### config.mk
export PLATFORM = sky130hd
export DESIGN_NAME = dds_status
export DESIGN_NICKNAME = d
export VERILOG_FILES = /design/src/hw/dds_pkg.sv /design/src/hw/dds_standstill.sv /design/src/hw/dds_status.sv /design/src/hw/dds_sync3.sv
export VERILOG_INCLUDE_DIRS = /design/src /design/src/hw
export SDC_FILE = /design/constraint.sdc
export NUM_CORES = 1
export LEC_CHECK = 0
export ABC_AREA = 1
export BUFFER_PORTS_ARGS = -buffer_cell sky130_fd_sc_hd__buf_2
export CAP_MARGIN = 20
export CORE_MARGIN = 4
export CORE_UTILIZATION = 25
export CTS_CLUSTER_DIAMETER = 30
export DETAILED_ROUTE_END_ITERATION = 10
export GPL_TIMING_DRIVEN = 0
export SETUP_SLACK_MARGIN = 0.4
export SYNTH_ARGS = -nofsm -noshare
export SYNTH_HDL_FRONTEND = slang
export SYNTH_HIERARCHICAL = 1
export SYNTH_SLANG_ARGS = --single-unit
export TNS_END_PERCENT = 5
### constraint.sdc
create_clock -name clk_i -period 3.1 [get_ports clk_i]
set_input_delay 0.155 -clock clk_i [delete_from_list [all_inputs] [get_ports clk_i]]
set_output_delay 0.155 -clock clk_i [all_outputs]
set_load 0.02 [all_outputs]
### src/hw/dds_map.svh
// offsets, field positions, reset values and counts of the diagnostic
// status word; definitions only, included by bare name
`ifndef DDS_MAP_SVH
`define DDS_MAP_SVH

`define DDS_ADDR_W          8
`define DDS_ADDR_STATUS     8'h6F
`define DDS_ADDR_IRQ_STAT   8'h80
`define DDS_ADDR_IRQ_CLR    8'h81
`define DDS_ADDR_IRQ_EN     8'h82

`define DDS_BIT_STST        31
`define DDS_BIT_OL_B        30
`define DDS_BIT_OL_A        29
`define DDS_BIT_SG_B        28
`define DDS_BIT_SG_A        27
`define DDS_BIT_OTPW        26
`define DDS_BIT_OT          25
`define DDS_BIT_STALL       24
`define DDS_CS_MSB          20
`define DDS_CS_LSB          16
`define DDS_BIT_FS          15
`define DDS_BIT_QUIET       14
`define DDS_BIT_SV_B        13
`define DDS_BIT_SV_A        12
`define DDS_LOAD_MSB        9
`define DDS_LOAD_LSB        0

`define DDS_IRQ_W           5
`define DDS_IRQ_SHORT       0
`define DDS_IRQ_OT          1
`define DDS_IRQ_OTPW        2
`define DDS_IRQ_STALL       3
`define DDS_IRQ_STST        4
`define DDS_IRQ_EN_RST      5'h00

`define DDS_STST_CLKS       1048576
`define DDS_OFF_TIME_SETTING_OFF        4'h0

`endif

### src/hw/dds_pkg.sv
// types shared by the diagnostic status word files
// assumes all diagnostic sources run on the system clock
package dds_pkg;

    // one cycle snapshot of the chopper and protection state
    typedef struct packed {
        logic       open_load_a;
        logic       open_load_b;
        logic       short_gnd_phase_a;
        logic       short_gnd_phase_b;
        logic       short_supply_phase_a;
        logic       short_supply_phase_b;
        logic       otpw_level;
        logic       ot_limit;
        logic       stall_detect;
        logic       fullstep_active;
        logic       quiet_chopper;
        logic [4:0] cur_scale;
        logic [9:0] load_measure_result;
        logic [9:0] coil_a_on_time;
    } dds_diag_in_t;

endpackage

### src/hw/dds_standstill.sv
// clocks-since-last-step counter giving the standstill level
// assumes a one cycle step pulse on the system clock
`timescale 1ns/100ps
module dds_standstill #(
    parameter int STST_CLKS = 1048576
) (
    // clock and reset
    input  wire logic clk_i,
    input  wire logic srst_i,
    // step pulse in, standstill level out
    input  wire logic step_i,
    output logic      stst_o
);

    localparam int CW = $clog2(STST_CLKS + 1);
    localparam logic [CW-1:0] LIMIT = CW'(STST_CLKS);

    logic [CW-1:0] cnt_r;
    logic [CW-1:0] cnt_nxt;

    // saturate so a long idle motor never wraps back to moving
    assign cnt_nxt = step_i ? '0
                   : (cnt_r == LIMIT) ? cnt_r : cnt_r + 1'b1;

    always_ff @(posedge clk_i) begin
        if (srst_i) begin
            cnt_r  <= '0;
            stst_o <= 1'b0;
        end else begin
            cnt_r  <= cnt_nxt;
            stst_o <= (cnt_nxt == LIMIT);
        end
    end

endmodule

### src/hw/dds_status.sv
// diagnostic status word of the stepper driver, its latched faults,
// the bridge enable and a small interrupt unit
// assumes diagnostic inputs and step pulse on clk_i; enable pin is async
//
// Our own choice: strobed register access.
`timescale 1ns/100ps
`include "dds_map.svh"
module dds_status #(
    parameter int STST_CLKS = `DDS_STST_CLKS
) (
    // clock and reset
    input  wire logic                     clk_i,
    input  wire logic                     srst_i,
    // register port
    input  wire logic [`DDS_ADDR_W-1:0]   addr_i,
    input  wire logic [31:0]              wdata_i,
    input  wire logic                     wr_i,
    input  wire logic                     rd_i,
    output logic      [31:0]              rdata_o,
    // diagnostic sources
    input  wire dds_pkg::dds_diag_in_t    diag_i,
    input  wire logic                     step_pulse_i,
    input  wire logic [3:0]               off_time_setting_i,
    input  wire logic                     enable_in_n_i,
    // driver control and interrupt
    output logic                          bridge_en_o,
    output logic                          irq_o
);

    ////////////////////////////////////////////////////////////////////////
    // enable pin from outside the clock domain, and the standstill counter

    logic enn_s;
    logic stst_w;

    dds_sync3 #(
        .RST_VAL (1'b1)
    ) u_enn_sync (
        .clk_i   (clk_i),
        .srst_i  (srst_i),
        .pin_i   (enable_in_n_i),
        .level_o (enn_s)
    );

    dds_standstill #(
        .STST_CLKS (STST_CLKS)
    ) u_stst (
        .clk_i  (clk_i),
        .srst_i (srst_i),
        .step_i (step_pulse_i),
        .stst_o (stst_w)
    );

    ////////////////////////////////////////////////////////////////////////
    // latched short and overtemp flags

    logic sgb_r;
    logic sga_r;
    logic svb_r;
    logic sva_r;
    logic ot_r;
    logic drv_off_w;
    logic sgb_nxt;
    logic sga_nxt;
    logic svb_nxt;
    logic sva_nxt;
    logic ot_nxt;

    assign drv_off_w = (off_time_setting_i == `DDS_OFF_TIME_SETTING_OFF) || enn_s;

    // clear only on disable
    // a fresh short wins over the disable clear so no event is lost
    assign sgb_nxt = diag_i.short_gnd_phase_b    | (sgb_r & ~drv_off_w);
    assign sga_nxt = diag_i.short_gnd_phase_a    | (sga_r & ~drv_off_w);
    assign svb_nxt = diag_i.short_supply_phase_b | (svb_r & ~drv_off_w);
    assign sva_nxt = diag_i.short_supply_phase_a | (sva_r & ~drv_off_w);

    assign ot_nxt = diag_i.ot_limit | (ot_r & diag_i.otpw_level);

    always_ff @(posedge clk_i) begin
        if (srst_i) begin
            sgb_r <= 1'b0;
            sga_r <= 1'b0;
            svb_r <= 1'b0;
            sva_r <= 1'b0;
            ot_r  <= 1'b0;
        end else begin
            sgb_r <= sgb_nxt;
            sga_r <= sga_nxt;
            svb_r <= svb_nxt;
            sva_r <= sva_nxt;
            ot_r  <= ot_nxt;
        end
    end

    ////////////////////////////////////////////////////////////////////////
    // bridge enable

    logic short_any_w;
    logic bridge_nxt;

    assign short_any_w = sgb_r | sga_r | svb_r | sva_r;

    // overtemp disables bridges
    // open-load flags are left out on purpose: they are informative only
    assign bridge_nxt = ~short_any_w & ~ot_r & ~drv_off_w;

    always_ff @(posedge clk_i) begin
        if (srst_i) begin
            bridge_en_o <= 1'b0;
        end else begin
            bridge_en_o <= bridge_nxt;
        end
    end

    ////////////////////////////////////////////////////////////////////////
    // status word

    logic [31:0] status_r;
    logic [31:0] status_nxt;
    logic [9:0]  load_w;

    assign load_w = (stst_w && !diag_i.quiet_chopper)
                  ? diag_i.coil_a_on_time : diag_i.load_measure_result;

    always_comb begin
        status_nxt = 32'h0000_0000;
        status_nxt[`DDS_BIT_STST]  = stst_w;
        status_nxt[`DDS_BIT_OL_B]  = diag_i.open_load_b;
        status_nxt[`DDS_BIT_OL_A]  = diag_i.open_load_a;
        status_nxt[`DDS_BIT_SG_B]  = sgb_r;
        status_nxt[`DDS_BIT_SG_A]  = sga_r;
        status_nxt[`DDS_BIT_OTPW]  = diag_i.otpw_level;
        status_nxt[`DDS_BIT_OT]    = ot_r;
        status_nxt[`DDS_BIT_STALL] = diag_i.stall_detect;
        status_nxt[`DDS_CS_MSB:`DDS_CS_LSB] = diag_i.cur_scale;
        status_nxt[`DDS_BIT_FS]    = diag_i.fullstep_active;
        status_nxt[`DDS_BIT_QUIET] = diag_i.quiet_chopper;
        status_nxt[`DDS_BIT_SV_B]  = svb_r;
        status_nxt[`DDS_BIT_SV_A]  = sva_r;
        status_nxt[`DDS_LOAD_MSB:`DDS_LOAD_LSB] = load_w;
    end

    always_ff @(posedge clk_i) begin
        if (srst_i) begin
            status_r <= 32'h0000_0000;
        end else begin
            status_r <= status_nxt;
        end
    end

    ////////////////////////////////////////////////////////////////////////
    // interrupt unit

    logic [`DDS_IRQ_W-1:0] ev_prev_r;
    logic [`DDS_IRQ_W-1:0] ev_lvl_w;
    logic [`DDS_IRQ_W-1:0] ev_rise_w;
    logic [`DDS_IRQ_W-1:0] irq_stat_r;
    logic [`DDS_IRQ_W-1:0] irq_stat_nxt;
    logic [`DDS_IRQ_W-1:0] irq_en_r;
    logic [`DDS_IRQ_W-1:0] irq_clr_w;
    logic                  wr_clr_w;
    logic                  wr_en_w;

    assign ev_lvl_w[`DDS_IRQ_SHORT] = short_any_w;
    assign ev_lvl_w[`DDS_IRQ_OT]    = ot_r;
    assign ev_lvl_w[`DDS_IRQ_OTPW]  = diag_i.otpw_level;
    assign ev_lvl_w[`DDS_IRQ_STALL] = diag_i.stall_detect;
    assign ev_lvl_w[`DDS_IRQ_STST]  = stst_w;
    assign ev_rise_w = ev_lvl_w & ~ev_prev_r;

    assign wr_clr_w  = wr_i && (addr_i == `DDS_ADDR_IRQ_CLR);
    assign wr_en_w   = wr_i && (addr_i == `DDS_ADDR_IRQ_EN);
    assign irq_clr_w = wr_clr_w ? wdata_i[`DDS_IRQ_W-1:0] : '0;
    // set wins over a clear in the same cycle
    assign irq_stat_nxt = (irq_stat_r & ~irq_clr_w) | ev_rise_w;

    always_ff @(posedge clk_i) begin
        if (srst_i) begin
            ev_prev_r  <= '0;
            irq_stat_r <= '0;
            irq_en_r   <= `DDS_IRQ_EN_RST;
            irq_o      <= 1'b0;
        end else begin
            ev_prev_r  <= ev_lvl_w;
            irq_stat_r <= irq_stat_nxt;
            if (wr_en_w) begin
                irq_en_r <= wdata_i[`DDS_IRQ_W-1:0];
            end
            irq_o <= |(irq_stat_nxt & (wr_en_w
                     ? wdata_i[`DDS_IRQ_W-1:0] : irq_en_r));
        end
    end

    ////////////////////////////////////////////////////////////////////////
    // read port

    logic [31:0] rdata_nxt;

    // no side effects
    // writes to the status word decode to nothing; unmapped reads give zero
    assign rdata_nxt =
        !rd_i                           ? 32'h0000_0000 :
        (addr_i == `DDS_ADDR_STATUS)    ? status_r :
        (addr_i == `DDS_ADDR_IRQ_STAT)  ? {27'h0, irq_stat_r} :
        (addr_i == `DDS_ADDR_IRQ_EN)    ? {27'h0, irq_en_r} :
                                          32'h0000_0000;

    always_ff @(posedge clk_i) begin
        if (srst_i) begin
            rdata_o <= 32'h0000_0000;
        end else begin
            rdata_o <= rdata_nxt;
        end
    end
endmodule

### src/hw/dds_sync3.sv
// three stage pin synchroniser with agreement filter
// assumes an asynchronous level input and the system clock
`timescale 1ns/100ps
module dds_sync3 #(
    parameter logic RST_VAL = 1'b0
) (
    // clock and reset
    input  wire logic clk_i,
    input  wire logic srst_i,
    // pin and filtered level
    input  wire logic pin_i,
    output logic      level_o
);

    logic s1_r;
    logic s2_r;
    logic s3_r;

    ////////////////////////////////////////////////////////////////////////
    // first stage feeds only the second
    always_ff @(posedge clk_i) begin
        if (srst_i) begin
            s1_r    <= RST_VAL;
            s2_r    <= RST_VAL;
            s3_r    <= RST_VAL;
            level_o <= RST_VAL;
        end else begin
            s1_r <= pin_i;
            s2_r <= s1_r;
            s3_r <= s2_r;
            if (s2_r == s3_r) begin
                level_o <= s3_r;
            end
        end
    end

endmodule

==> After elaboration in Yosys (flattened, before gate mapping) <==
Index checks and enable logic that the tools add are counted.
{ "totals": {"reg_bits": 112, "inputBits": 86, "out_inout_bits": 34, "word_cells": 68} }
{ "op_classes": {"add_sub_neg": 1, "eq_ne": 7, "n_mux": 8, "bitwise_logic": 25, "reduce_logical": 8} }
{ "ops": {"columns": ["cell", "n"], "rows": [
  ["21-bit equality test (second input constant)", 2],
  ["21-bit 2-to-1 mux", 2],
  ["32-bit 2-to-1 mux", 1],
  ["8-bit equality test (second input constant)", 3],
  ["21-bit by 1-bit adder with 21-bit output (second input constant)", 1],
  ["5-bit 2-to-1 mux", 4],
  ["5-bit bitwise AND", 3],
  ["10-bit 2-to-1 mux", 1],
  ["5-bit NOT", 2],
  ["8-bit by 7-bit equality test with 1-bit output (second input constant)", 1],
  ["1-bit OR", 8],
  ["1-bit bitwise AND", 7],
  ["5-bit OR", 1],
  ["5-bit OR reduction", 1],
  ["4-bit logical NOT", 1],
  ["1-bit NOT", 4],
  ["1-bit logical AND", 3],
  ["2-bit OR reduction", 1],
  ["1-bit equality test", 1],
  ["1-bit logical NOT", 1],
  ["1-bit logical OR", 1]
]} }

==> Logic depth before layout (Yosys ltp) <==
Gate-level depths: netlist (run 1).
{ "logic_depth": {"word_depth": 8, "mapped_depth": 12, "ltp_nobuf": 12} }

==> Cells and area by module <==
Netlist (run 1), hierarchy kept.
{ "modules_own_cells": {"columns": ["mod", "instances", "cells_per_inst", "area_per_inst_um2", "seq_area_each_um2"], "rows": [
  ["dds_status", 1, 318, 2538.7, 1441.4],
  ["dds_standstill", 1, 228, 1416.4, 440.4],
  ["dds_sync3", 1, 15, 128.9, 80.1]
]} }

==> Least setup slack after synthesis (run 1) <==
OpenSTA, ideal clock, no wires.
{ "synth_path": {"path_kind": "reg2reg", "from": "register u_stst.cnt_r[0]", "to": "register u_stst.stst_o", "setup_ns": 0.064, "arrival_time_ns": 1.385, "t_required_ns": 3.036, "path_slack_ns": 1.651, "stages_incl_launch_ff": 12, "path_buffers": 0, "period_less_slack_ns": 1.449, "cell_sequence": "dfxtp_1 > ha_1 > nand2_2 > nor2_4 > nand2_4 > nor2_4 > nand3_2 > a21oi_2 > nand2_1 > nor2_1 > nand3_1 > nor2_1"} }
{ "synth_via": {"elab_chain_len": 4, "word_cells_on_any_way": 5, "cone_classes": "add/sub (1); eq/ne (2); mux (2)"} }
{ "synth_rtl": {"columns": ["element", "line", "text"], "rows": [
  ["start, declared", "dds_standstill.sv:18", "logic [CW-1:0] cnt_r;"],
  ["start signal, assigned", "dds_standstill.sv:30", "cnt_r <= cnt_nxt;"],
  ["21-bit by 1-bit adder with 21-bit output or 21-bit equality test (tied branches)", "dds_standstill.sv:23", ": (cnt_r == LIMIT) ? cnt_r : cnt_r + 1'b1;"],
  ["21-bit 2-to-1 mux (*)", "dds_standstill.sv:23", null],
  ["21-bit 2-to-1 mux (*)", "dds_standstill.sv:22", "assign cnt_nxt = step_i ? '0"],
  ["21-bit equality test (*)", "dds_standstill.sv:31", "stst_o <= (cnt_nxt == LIMIT);"],
  ["end signal, assigned", "dds_standstill.sv:31", null],
  ["end, declared", "dds_standstill.sv:12", "output logic stst_o"]
]} }
Every way passes the cells marked *; elsewhere a longest branch is shown, timed or not.
A chain may end at the register's enable or synchronous reset.

==> Worst setup path in the final report (run 1) <==
{ "layout_path": {"from": "register u_stst.cnt_r[1]", "to": "register u_stst.stst_o"} }
The elaborated chain is that of the path after synthesis.

==> metrics.txt, run 1 <==
Filler cells 1,738; Reg clk slew, reported paths 0.08 ns; router iterations before antenna repair 4; clk sinks 98; largest net degree at the start of global routing 20; worst-skew pair later-pin latency between 0.3 and 0.4 ns; setup violators final 0; Final ANT Viol Nets 0; cell taking the most area after synthesis dfxtp_1; hold_sp diag_i[23]; Hold Crit Depth 3; Hold Crit Class input port to register; crit end category register; TritonCTS Buffers 9; Int Pwr 1.914 mW; layout cells sized above 1 about a fifth; initial core utilization 25.62%; most frequent cell after synthesis nor2_1; chip width 135.8 um; Final Cycle Share between 50 and 60%; DIE AREA 18,440 um2; measured slew at the worst slew-check pin 0.6342 ns; Clock power frac between 40% and 50%; WL final 10.27 mm; CTS tree done; CP max stage cell dfxtp_1; Core Box Area 15,940 um2; final net count 751; synth cell count leaders 131 x nor2_1, 98 x dfxtp_1, 87 x inv_1; Avg Synthesized Cell Area slightly above 7 um2; drt initial violations 257; Synth warnings 6; Synth top area share 48.04%; Post-Synthesis Cell Area between 4000 and 5000 um2; minimum clock period 1.713 ns; Die Y-Extent 135.8 um; asr flop ratio synth 0%; crit path DAT 1.99 ns; WP data required roughly 3.4 ns; Slew Limit Headroom 57.72%; vias in the first global route about 3,400; Fmax 583.9 MHz; DRC violation count after routing 0; maximum fanout along the worst path 4; worst r2r src u_stst/cnt_r[1]; Reg power frac roughly half; Final TNS setup 0 ns; FP Rows between 40 and 50; WL per Instance 11.60 um; Reg2Reg Setup Slack 1.39 ns; hpwl dp 8.085 mm; startpoint types register; RSZ-0062 raised after global routing false; input/output buffers between 80 and 90; Mapped Cells about 560; first-pass GRT wire length 16.65 mm; via count 3,597; post-CTS setup buffer count 0; max_cap viols 0; status completed; routability cong. 0.8559; GR Util All Layers 11.50%; GR Overflow Total 0; #FFs+latches synth between 90 and 100; Inst Count DP between 800 and 900; drt via density 4.064; worst-path cell chain ha_1, nand3_1, nor2_2, nand2_1, xor2_1, nand2_1, nor2_1, nand4_1, nor2_1; num ports 120; FF-to-FF path depth 9; CTS max path bufs 2; Leak 2.468 nW; Pins Over Slew Limit 0; WS Path Type register to register; antenna violations before repair 2; Critical Path Max Stage Delay 0.36 ns; final std cells w/o fill 885; Top FF cell, synth dfxtp_1; switching pwr roughly 0.63 mW; Peak VDD IR roughly 270 uV; endpoints failing hold 0; Logic pwr share 5.9%; CTS Root Cell clkbuf_16; reg2reg end u_stst/stst_o; Post-synth EDFFs 0; area delta synth->final 25.09%; post-synth cell types 34; sequential fraction of the synthesis area 48.04%; Hold Path Sink status_r[19]; CTS H-tree depth 3; power density over cell area approximately 500 nW/um2; switching part of the total power about a quarter; Worst Skew approximately 0.011 ns; top cells by area, synth dfxtp_1 48%, nor2_1 12%, inv_1 8.0%
worst max path at each step:
stage | start | to | slack, ns | cells after the start
final | u_stst/cnt_r[1] | u_stst/stst_o | 1.39 | 9
after global routing | u_stst/cnt_r[1] | u_stst/stst_o | 1.20 | 11
after CTS | u_stst/cnt_r[0] | u_stst/stst_o | 1.38 | 11
after detailed placement | u_stst/cnt_r[0] | u_stst/stst_o | 1.41 | 11
after global placement | u_stst/cnt_r[1] | u_stst/stst_o | 1.42 | 9
after floorplan | u_stst/cnt_r[0] | u_stst/stst_o | 1.65 | 11
worst max-delay path: cells and delay by family, from the launching register on:
kind          cells  cell delay (ns)
simple gates      7             0.84
xor+xnor          1             0.23
fa+ha+maj         1             0.22
flops             1             0.36
final cells by class:
cell class | instances | area (um2) | share of cell area, %
clock inverters | 7 | 71.32 | 1.396
clock buffers | 9 | 225.2 | 4.409
repair buffers | 87 | 440.4 | 8.621
well taps | 216 | 270.3 | 5.290
inverters | 91 | 341.6 | 6.686
plain buffers | 17 | 87.58 | 1.714
flip-flops and latches | 98 | 1962 | 38.40
multi-input cells | 359 | 1708 | 33.43
diodes | 1 | 2.502 | 0.04898
layout by cell type, fill, tap and decap left out, drive strengths merged, types with 4 or more instances in the layout:
cell	count
conb	5
nand3	42
a22o	4
buf	93
inv	93
o21ai	20
nor2	143
a21oi	13
dfxtp	98
xor2	4
or2	5
clkbuf	19
nand4	12
nand2	94
nor3	4
o211ai	4
layer usage:
layer,track usage (%),up-vias,share of wire [%]
li1,-,1929,-
met1,15.05,1555,48
met2,18.69,100,44
met3,3.257,11,6.6
met4,3.024,2,1.4
met5,0,-,0.13
power by group through the flow:
| stage | logic (mW) | registers, mW | clock network [mW] |
|---|---|---|---|
| 2_1_floorplan | 0.0826 | 1.32 | 0 |
| 3_3_place_gp | 0.147 | 1.33 | 0 |
| 3_5_place_dp | 0.147 | 1.33 | 0 |
| 4_1_cts | 0.149 | 1.30 | 1.12 |
| 5_1_grt | 0.170 | 1.30 | 1.18 |
| 6_report | 0.149 | 1.30 | 1.09 |
per-stage QoR:
stage / hold slack, ns / worst slack, ns / util, % / cell area (um2) / total power [mW]
after floorplan: 0.2351 / 1.651 / - / 4099 / 1.407
after global placement: 0.3341 / 1.420 / 30.11 / 4800 / 1.474
final: 0.01715 / 1.387 / 32.04 / 5109 / 2.540
after global routing: 0.02031 / 1.204 / 32.04 / 5109 / 2.654
after detailed placement: 0.3397 / 1.406 / 30.11 / 4800 / 1.475
after CTS: 0.001739 / 1.383 / 32.03 / 5106 / 2.569
flip-flops by register name, indices dropped and copies added (netlist names), 5 cells and up:
| name | cells |
|---|---|
| irq_en_r | 5 |
| irq_stat_r | 5 |
| rdata_o | 27 |
| status_r | 27 |
| u_stst/cnt_r | 21 |
timing repair:
| action | 4_1_cts | 5_1_grt |
|---|---|---|
| hold buffers | 1 | 0 |
| resized for setup | 0 | 0 |
| hold endpoints to repair | 1 | 0 |
cells by family (layout without fill, tap and decap cells):
family | count (synthesis) | count (layout) | share of synthesized area (%)
compound gates | 44 | 44 | 6.250
xor+xnor | 4 | 4 | 0.8578
fa+ha+maj | 2 | 2 | 0.6126
buf+inv | 108 | 211 | 10.51
flops | 98 | 98 | 48.04
other cells | 1 | 6 | 0.09182
simple gates | 304 | 304 | 33.64
Power figures use the tool's default switching activity.
==> run 2: changes to the inputs <==
==> constraint.sdc (replaced) <==
create_clock -name clk_i -period 1.7 [get_ports clk_i]
set_input_delay 0.085 -clock clk_i [delete_from_list [all_inputs] [get_ports clk_i]]
set_output_delay 0.085 -clock clk_i [all_outputs]
set_load 0.02 [all_outputs]
==> metrics.txt, run 2 (same netlist as run 1, synthesis figures left out) <==
largest net degree at the start of global routing 17 (-15%); status completed; Slew Limit Headroom 58.15% (+0.43 points); reg2reg end u_stst/stst_o; CTS tree done; area delta synth->final 38.45%; CTS Root Cell clkbuf_16; measured slew at the worst slew-check pin 0.6277 ns (-0.006422 ns); crit end category register; Int Pwr 3.947 mW (+110%); router iterations before antenna repair 4 (unchanged); vias in the first global route 3,633 (+7.0%); setup violators final 0 (unchanged); Hold Crit Class input port to register; Reg clk slew, reported paths 0.06 ns (-0.02 ns); Final ANT Viol Nets 0 (unchanged); chip width 135.8 um (unchanged); drt initial violations 181 (-30%); endpoints failing hold 0 (unchanged); Final TNS setup 0 ns (unchanged); Tot Pwr 5.013 mW (+97%); power density over cell area 886.6 nW/um2 (+78%); RSZ-0062 raised after global routing true; routability cong. 0.8698 (+1.6%); CP startpoint u_stst/cnt_r[1]; FF-to-FF path depth 11 (+2); Hold Path Sink status_r[8]; layout cells sized above 1 26.49% (+5.5 points); Clock power frac 46.2% (+3.1 points); max_cap viols 0 (unchanged); num ports 120 (unchanged); switching pwr 1.065 mW (+70%); Pins Over Slew Limit 0 (unchanged); Setup WS post-layout 0.08299 ns (-1.305 ns); GR Overflow Total 0 (unchanged); Leak 2.733 nW (+11%); antenna violations before repair 0 (-2); WS Path Type register to register; most common cell after layout, fill and taps aside nor2_1; Reg power frac 47.1% (-4.0 points); WL final 10.92 mm (+6.3%); maximum fanout along the worst path 4 (unchanged); worst r2r src u_stst/cnt_r[1]; Core Box Area 15,940 um2 (unchanged); CTS H-tree depth 3 (unchanged); input/output buffers 86 (unchanged); final std cells w/o fill 922 (+4.2%); post-route cell area 5654 um2 (+11%); via count 3,801 (+5.7%); CTS max path bufs 2 (unchanged); WP data required 1.98 ns (-1.39 ns); placed cell area 4831 um2 (+0.65%); commonest cells after routing, fill and taps aside 124 x nor2_1, 87 x buf_2, 84 x dfxtp_1, 82 x inv_1, 81 x nand2_1; first-pass GRT wire length 17.24 mm (+3.6%); Die Y-Extent 135.8 um (unchanged); DRC violation count after routing 0 (unchanged); switching part of the total power 21.25% (-3.4 points); minimum clock period 1.617 ns (-0.09550 ns); Top Registers rdata_o (27), status_r (27), u_stst/cnt_r (21); FP Rows 46 (unchanged); Hold Crit Depth 3 (unchanged); crit path DAT 1.90 ns (-0.09 ns); Logic pwr share 6.6% (+0.7 points); DIE AREA 18,440 um2 (unchanged); WL per Instance 11.84 um (+2.1%); antenna diode count 0 (-1); initial core utilization 25.62% (unchanged); Final Cycle Share 95.12% (+40 points); Inst Count DP 867 (unchanged); Peak VDD IR 499.4 uV (+86%); DP Worst Slack 0.03032 ns (-1.376 ns); Fmax 618.4 MHz (+5.9%); TritonCTS Buffers 9 (unchanged); Worst Skew 0.004946 ns (-0.005780 ns); worst-skew pair later-pin latency 0.34 ns (about the same); final net count 789 (+5.1%); startpoint types register; GR Util All Layers 11.93% (+0.43 points); drt via density 4.123 (+1.4%); hold_sp diag_i[18]; clk sinks 98 (unchanged); Reg2Reg Setup Slack 0.08 ns (-1.30 ns); hpwl dp 8.106 mm (+0.27%)
[run 2: changes by cell type in the layout (fill, tap and decap cells not counted), sizes merged]
cell         previous run  this run
buf                    93       103
diode                   1         0
clkbuf                 19        21
bufinv                  0         3
clkinvlp                2         0
clkinv                  3         0
dlygate4sd3             1        29
[run 2: per-stage QoR]
step	util (%)	hold slack, ns
floorplan	-	0.1651
global placement	30.30	0.2859
detailed placement	30.30	0.2965
CTS	34.77	0.003044
global route	35.47	0.02325
finish	35.47	0.02323
[run 2: worst max path at each step]
stage                         end  slack, ns
floorplan           u_stst/stst_o       0.32
global placement    u_stst/stst_o       0.05
detailed placement  u_stst/stst_o       0.03
CTS                 u_stst/stst_o       0.11
global route        u_stst/stst_o      -0.07
finish              u_stst/stst_o       0.08
[run 2: per-layer routing]
| metal | global-route usage, % | vias to the layer above | wire length, um |
|---|---|---|---|
| li1 | - | 1993 | - |
| met1 | 14.30 | 1692 | 4985 |
| met2 | 20.52 | 102 | 5132 |
| met3 | 3.516 | 14 | 652 |
| met4 | 3.863 | 0 | 150 |
| met5 | 0 | - | 0 |
[run 2: worst max-delay path, stage by stage, from the launching register on]
cell	delay [ns]
dfxtp_4	0.37
ha_4	0.16
nand2_4	0.05
nor2_4	0.16
nand2_4	0.08
nor2_4	0.15
nand3_2	0.08
a21oi_2	0.16
nand2_1	0.07
nor2_1	0.09
nand3_1	0.08
nor2_1	0.11
[run 2: timing repair]
action / CTS / global route
cloned: 0 / 0
endpoints found under the setup margin: 13 / 31
buffers inserted: 7 / 3
hold buffers: 29 / 0
pin swaps: 6 / 23
hold endpoints to repair: 25 / 0
gates resized for setup: 16 / 33
[run 2: cell type report]
cell class                      instances  area, um2
Sequential cell                        98       1994
Buffer                                 17      88.84
Multi-Input combinational cell        359       1815
Clock buffer                           11      232.7
Inverter                               91      341.6
Clock inverter                          5      107.6
Tap cell                              216      270.3
Timing Repair Buffer                  125      803.3
Fill cell                            1679      10290
[run 2: power by group through the flow]
| stage | clock network, mW | logic, mW | registers [mW] |
|---|---|---|---|
| global placement | 0 | 0.269 | 2.42 |
| global route | 2.49 | 0.372 | 2.37 |
| floorplan | 0 | 0.151 | 2.42 |
| finish | 2.32 | 0.332 | 2.36 |
| detailed placement | 0 | 0.271 | 2.42 |
| CTS | 2.40 | 0.327 | 2.37 |
==> run 3: changes to the inputs <==
--- a/config.mk
+++ b/config.mk
@@ -10,10 +10,11 @@
 export BUFFER_PORTS_ARGS = -buffer_cell sky130_fd_sc_hd__buf_2
 export CAP_MARGIN = 20
 export CORE_MARGIN = 4
-export CORE_UTILIZATION = 25
+export CORE_UTILIZATION = 50
 export CTS_CLUSTER_DIAMETER = 30
 export DETAILED_ROUTE_END_ITERATION = 10
 export GPL_TIMING_DRIVEN = 0
+export PLACE_DENSITY = 0.78
 export SETUP_SLACK_MARGIN = 0.4
 export SYNTH_ARGS = -nofsm -noshare
 export SYNTH_HDL_FRONTEND = slang
==> metrics.txt, run 3 (same netlist as run 1, synthesis figures left out) <==
status completed; Final TNS setup 0 ns (unchanged); routability cong. 0.9003 (+3.5%); WL per Instance 12.70 um (+7.2%); Inst Count DP 753 (-13%); max_cap viols 0 (unchanged); Reg2Reg Setup Slack 0.11 ns (+0.03 ns); Die Y-Extent 98.38 um (-28%); crit path DAT 1.88 ns (-0.02 ns); chip width 98.38 um (-28%); WL final 10.15 mm (-7.1%); antenna violations before repair 0 (unchanged); via count 3,841 (+1.1%); DRC violation count after routing 0 (unchanged); area delta synth->final 29.26%; RSZ-0062 raised after global routing true; CTS Root Cell clkbuf_8; FP Rows 32 (-30%); Tot Pwr 4.172 mW (-17%); GR Overflow Total 0 (unchanged); drt via density 4.807 (+17%); post-route cell area 5279 um2 (-6.6%); router iterations before antenna repair 5 (+1); maximum fanout along the worst path 5 (+1); Worst Skew 0.008513 ns (+0.003566 ns); Top Registers rdata_o (27), status_r (27), u_stst/cnt_r (21); final net count 780 (-1.1%); num ports 120 (unchanged); crit end category register; TritonCTS Buffers 9 (unchanged); drt initial violations 104 (-43%); Pins Over Slew Limit 0 (unchanged); hpwl dp 7.187 mm (-11%); worst-skew pair later-pin latency 0.36 ns (+0.02 ns); final std cells w/o fill 799 (-13%); startpoint types register; first-pass GRT wire length 16.62 mm (-3.6%); CTS max path bufs 2 (unchanged); DIE AREA 9678 um2 (-48%); post-CTS setup buffer count 0 (-7); largest net degree at the start of global routing 17 (unchanged); Final ANT Viol Nets 0 (unchanged); clk sinks 98 (unchanged); Core Box Area 7848 um2 (-51%); vias in the first global route 3,736 (+2.8%); CTS H-tree depth 3 (unchanged); WS Path Type register to register; commonest cells after routing, fill and taps aside 126 x nor2_1, 87 x buf_2, 85 x inv_1, 83 x nand2_1, 83 x dfxtp_1; Reg clk slew, reported paths 0.08 ns (+0.02 ns); Peak VDD IR 339.2 uV (-32%); CTS tree done; antenna diode count 0 (unchanged); Fmax 630.6 MHz (+2.0%); Leak 2.592 nW (-5.2%); input/output buffers 86 (unchanged); Fin Hold WS 0.01574 ns (-0.007492 ns); WP data required 2.00 ns (+0.02 ns); Hold Crit Class input port to register; endpoints failing hold 0 (unchanged); most common cell after layout, fill and taps aside nor2_1; minimum clock period 1.586 ns (-0.03110 ns); placed cell area 4688 um2 (-3.0%); layout cells sized above 1 24.68% (-1.8 points); setup violators final 0 (unchanged); GR Util All Layers 21.01% (+9.1 points); power density over cell area 790.3 nW/um2 (-11%); Final Cycle Share 93.29% (-1.8 points); initial core utilization 52.04% (+26 points); Filler cells 696 (-59%); measured slew at the worst slew-check pin 0.5569 ns (-0.07083 ns); Slew Limit Headroom 62.87% (+4.7 points)
[run 3: layer usage]
layer / share of wire [%] / vias to the layer above / global-route usage, % / routed length [um]
met5: 0 / - / 0 / 0
met2: 51 / 110 / 36.56 / 5146
li1: - / 1978 / - / -
met3: 5.1 / 22 / 5.071 / 521
met4: 2.5 / 0 / 8.929 / 257
met1: 42 / 1731 / 24.58 / 4220
[run 3: power breakdown]
group,leakage [nW],internal [mW],switching (mW)
Combinational,1.69,0.156,0.174
Clock,0.0941,0.692,0.786
Sequential,0.808,2.34,0.0199
[run 3: repair_timing]
| item | 4_1_cts | 5_1_grt |
|---|---|---|
| pin swaps | 2 | 13 |
| setup endpoints to repair | 12 | 28 |
| endpoints found under the hold margin | 26 | 0 |
| resized for setup | 9 | 26 |
| hold buffers | 30 | 0 |
[run 3: area by class of cell]
cell class	instances	area [um2]	share of cell area, %
Timing Repair Buffer	116	730.7	13.84
Inverter	91	341.6	6.471
Buffer	17	88.84	1.683
Multi-Input combinational cell	359	1807	34.23
Clock inverter	5	63.81	1.209
Clock buffer	11	131.4	2.489
Tap cell	102	127.6	2.418
Sequential cell	98	1988	37.66
[run 3: critical path: stages (launching register included)]
cell      delay, ns
dfxtp_4        0.39
nand2_1        0.09
nor2_4         0.17
nand3b_1       0.20
xor2_1         0.23
nand2_1        0.09
nor2_2         0.13
nand4_1        0.11
nor2_1         0.11
[run 3: final timing paths]
check	startpoint	to	cells past startpoint
min reg2reg	status_r[7]	rdata_o[7]	2
min	diag_i[17]	status_r[7]	3
max	u_stst/cnt_r[2]	u_stst/stst_o	8
max reg2reg	u_stst/cnt_r[2]	u_stst/stst_o	8
[run 3: stage by stage]
step | util (%) | worst slack [ns]
floorplan | - | 0.3184
finish | 67.27 | 0.1141
CTS | 66.36 | 0.09388
detailed placement | 59.74 | 0.04725
global route | 67.27 | -0.04543
global placement | 59.74 | 0.07399
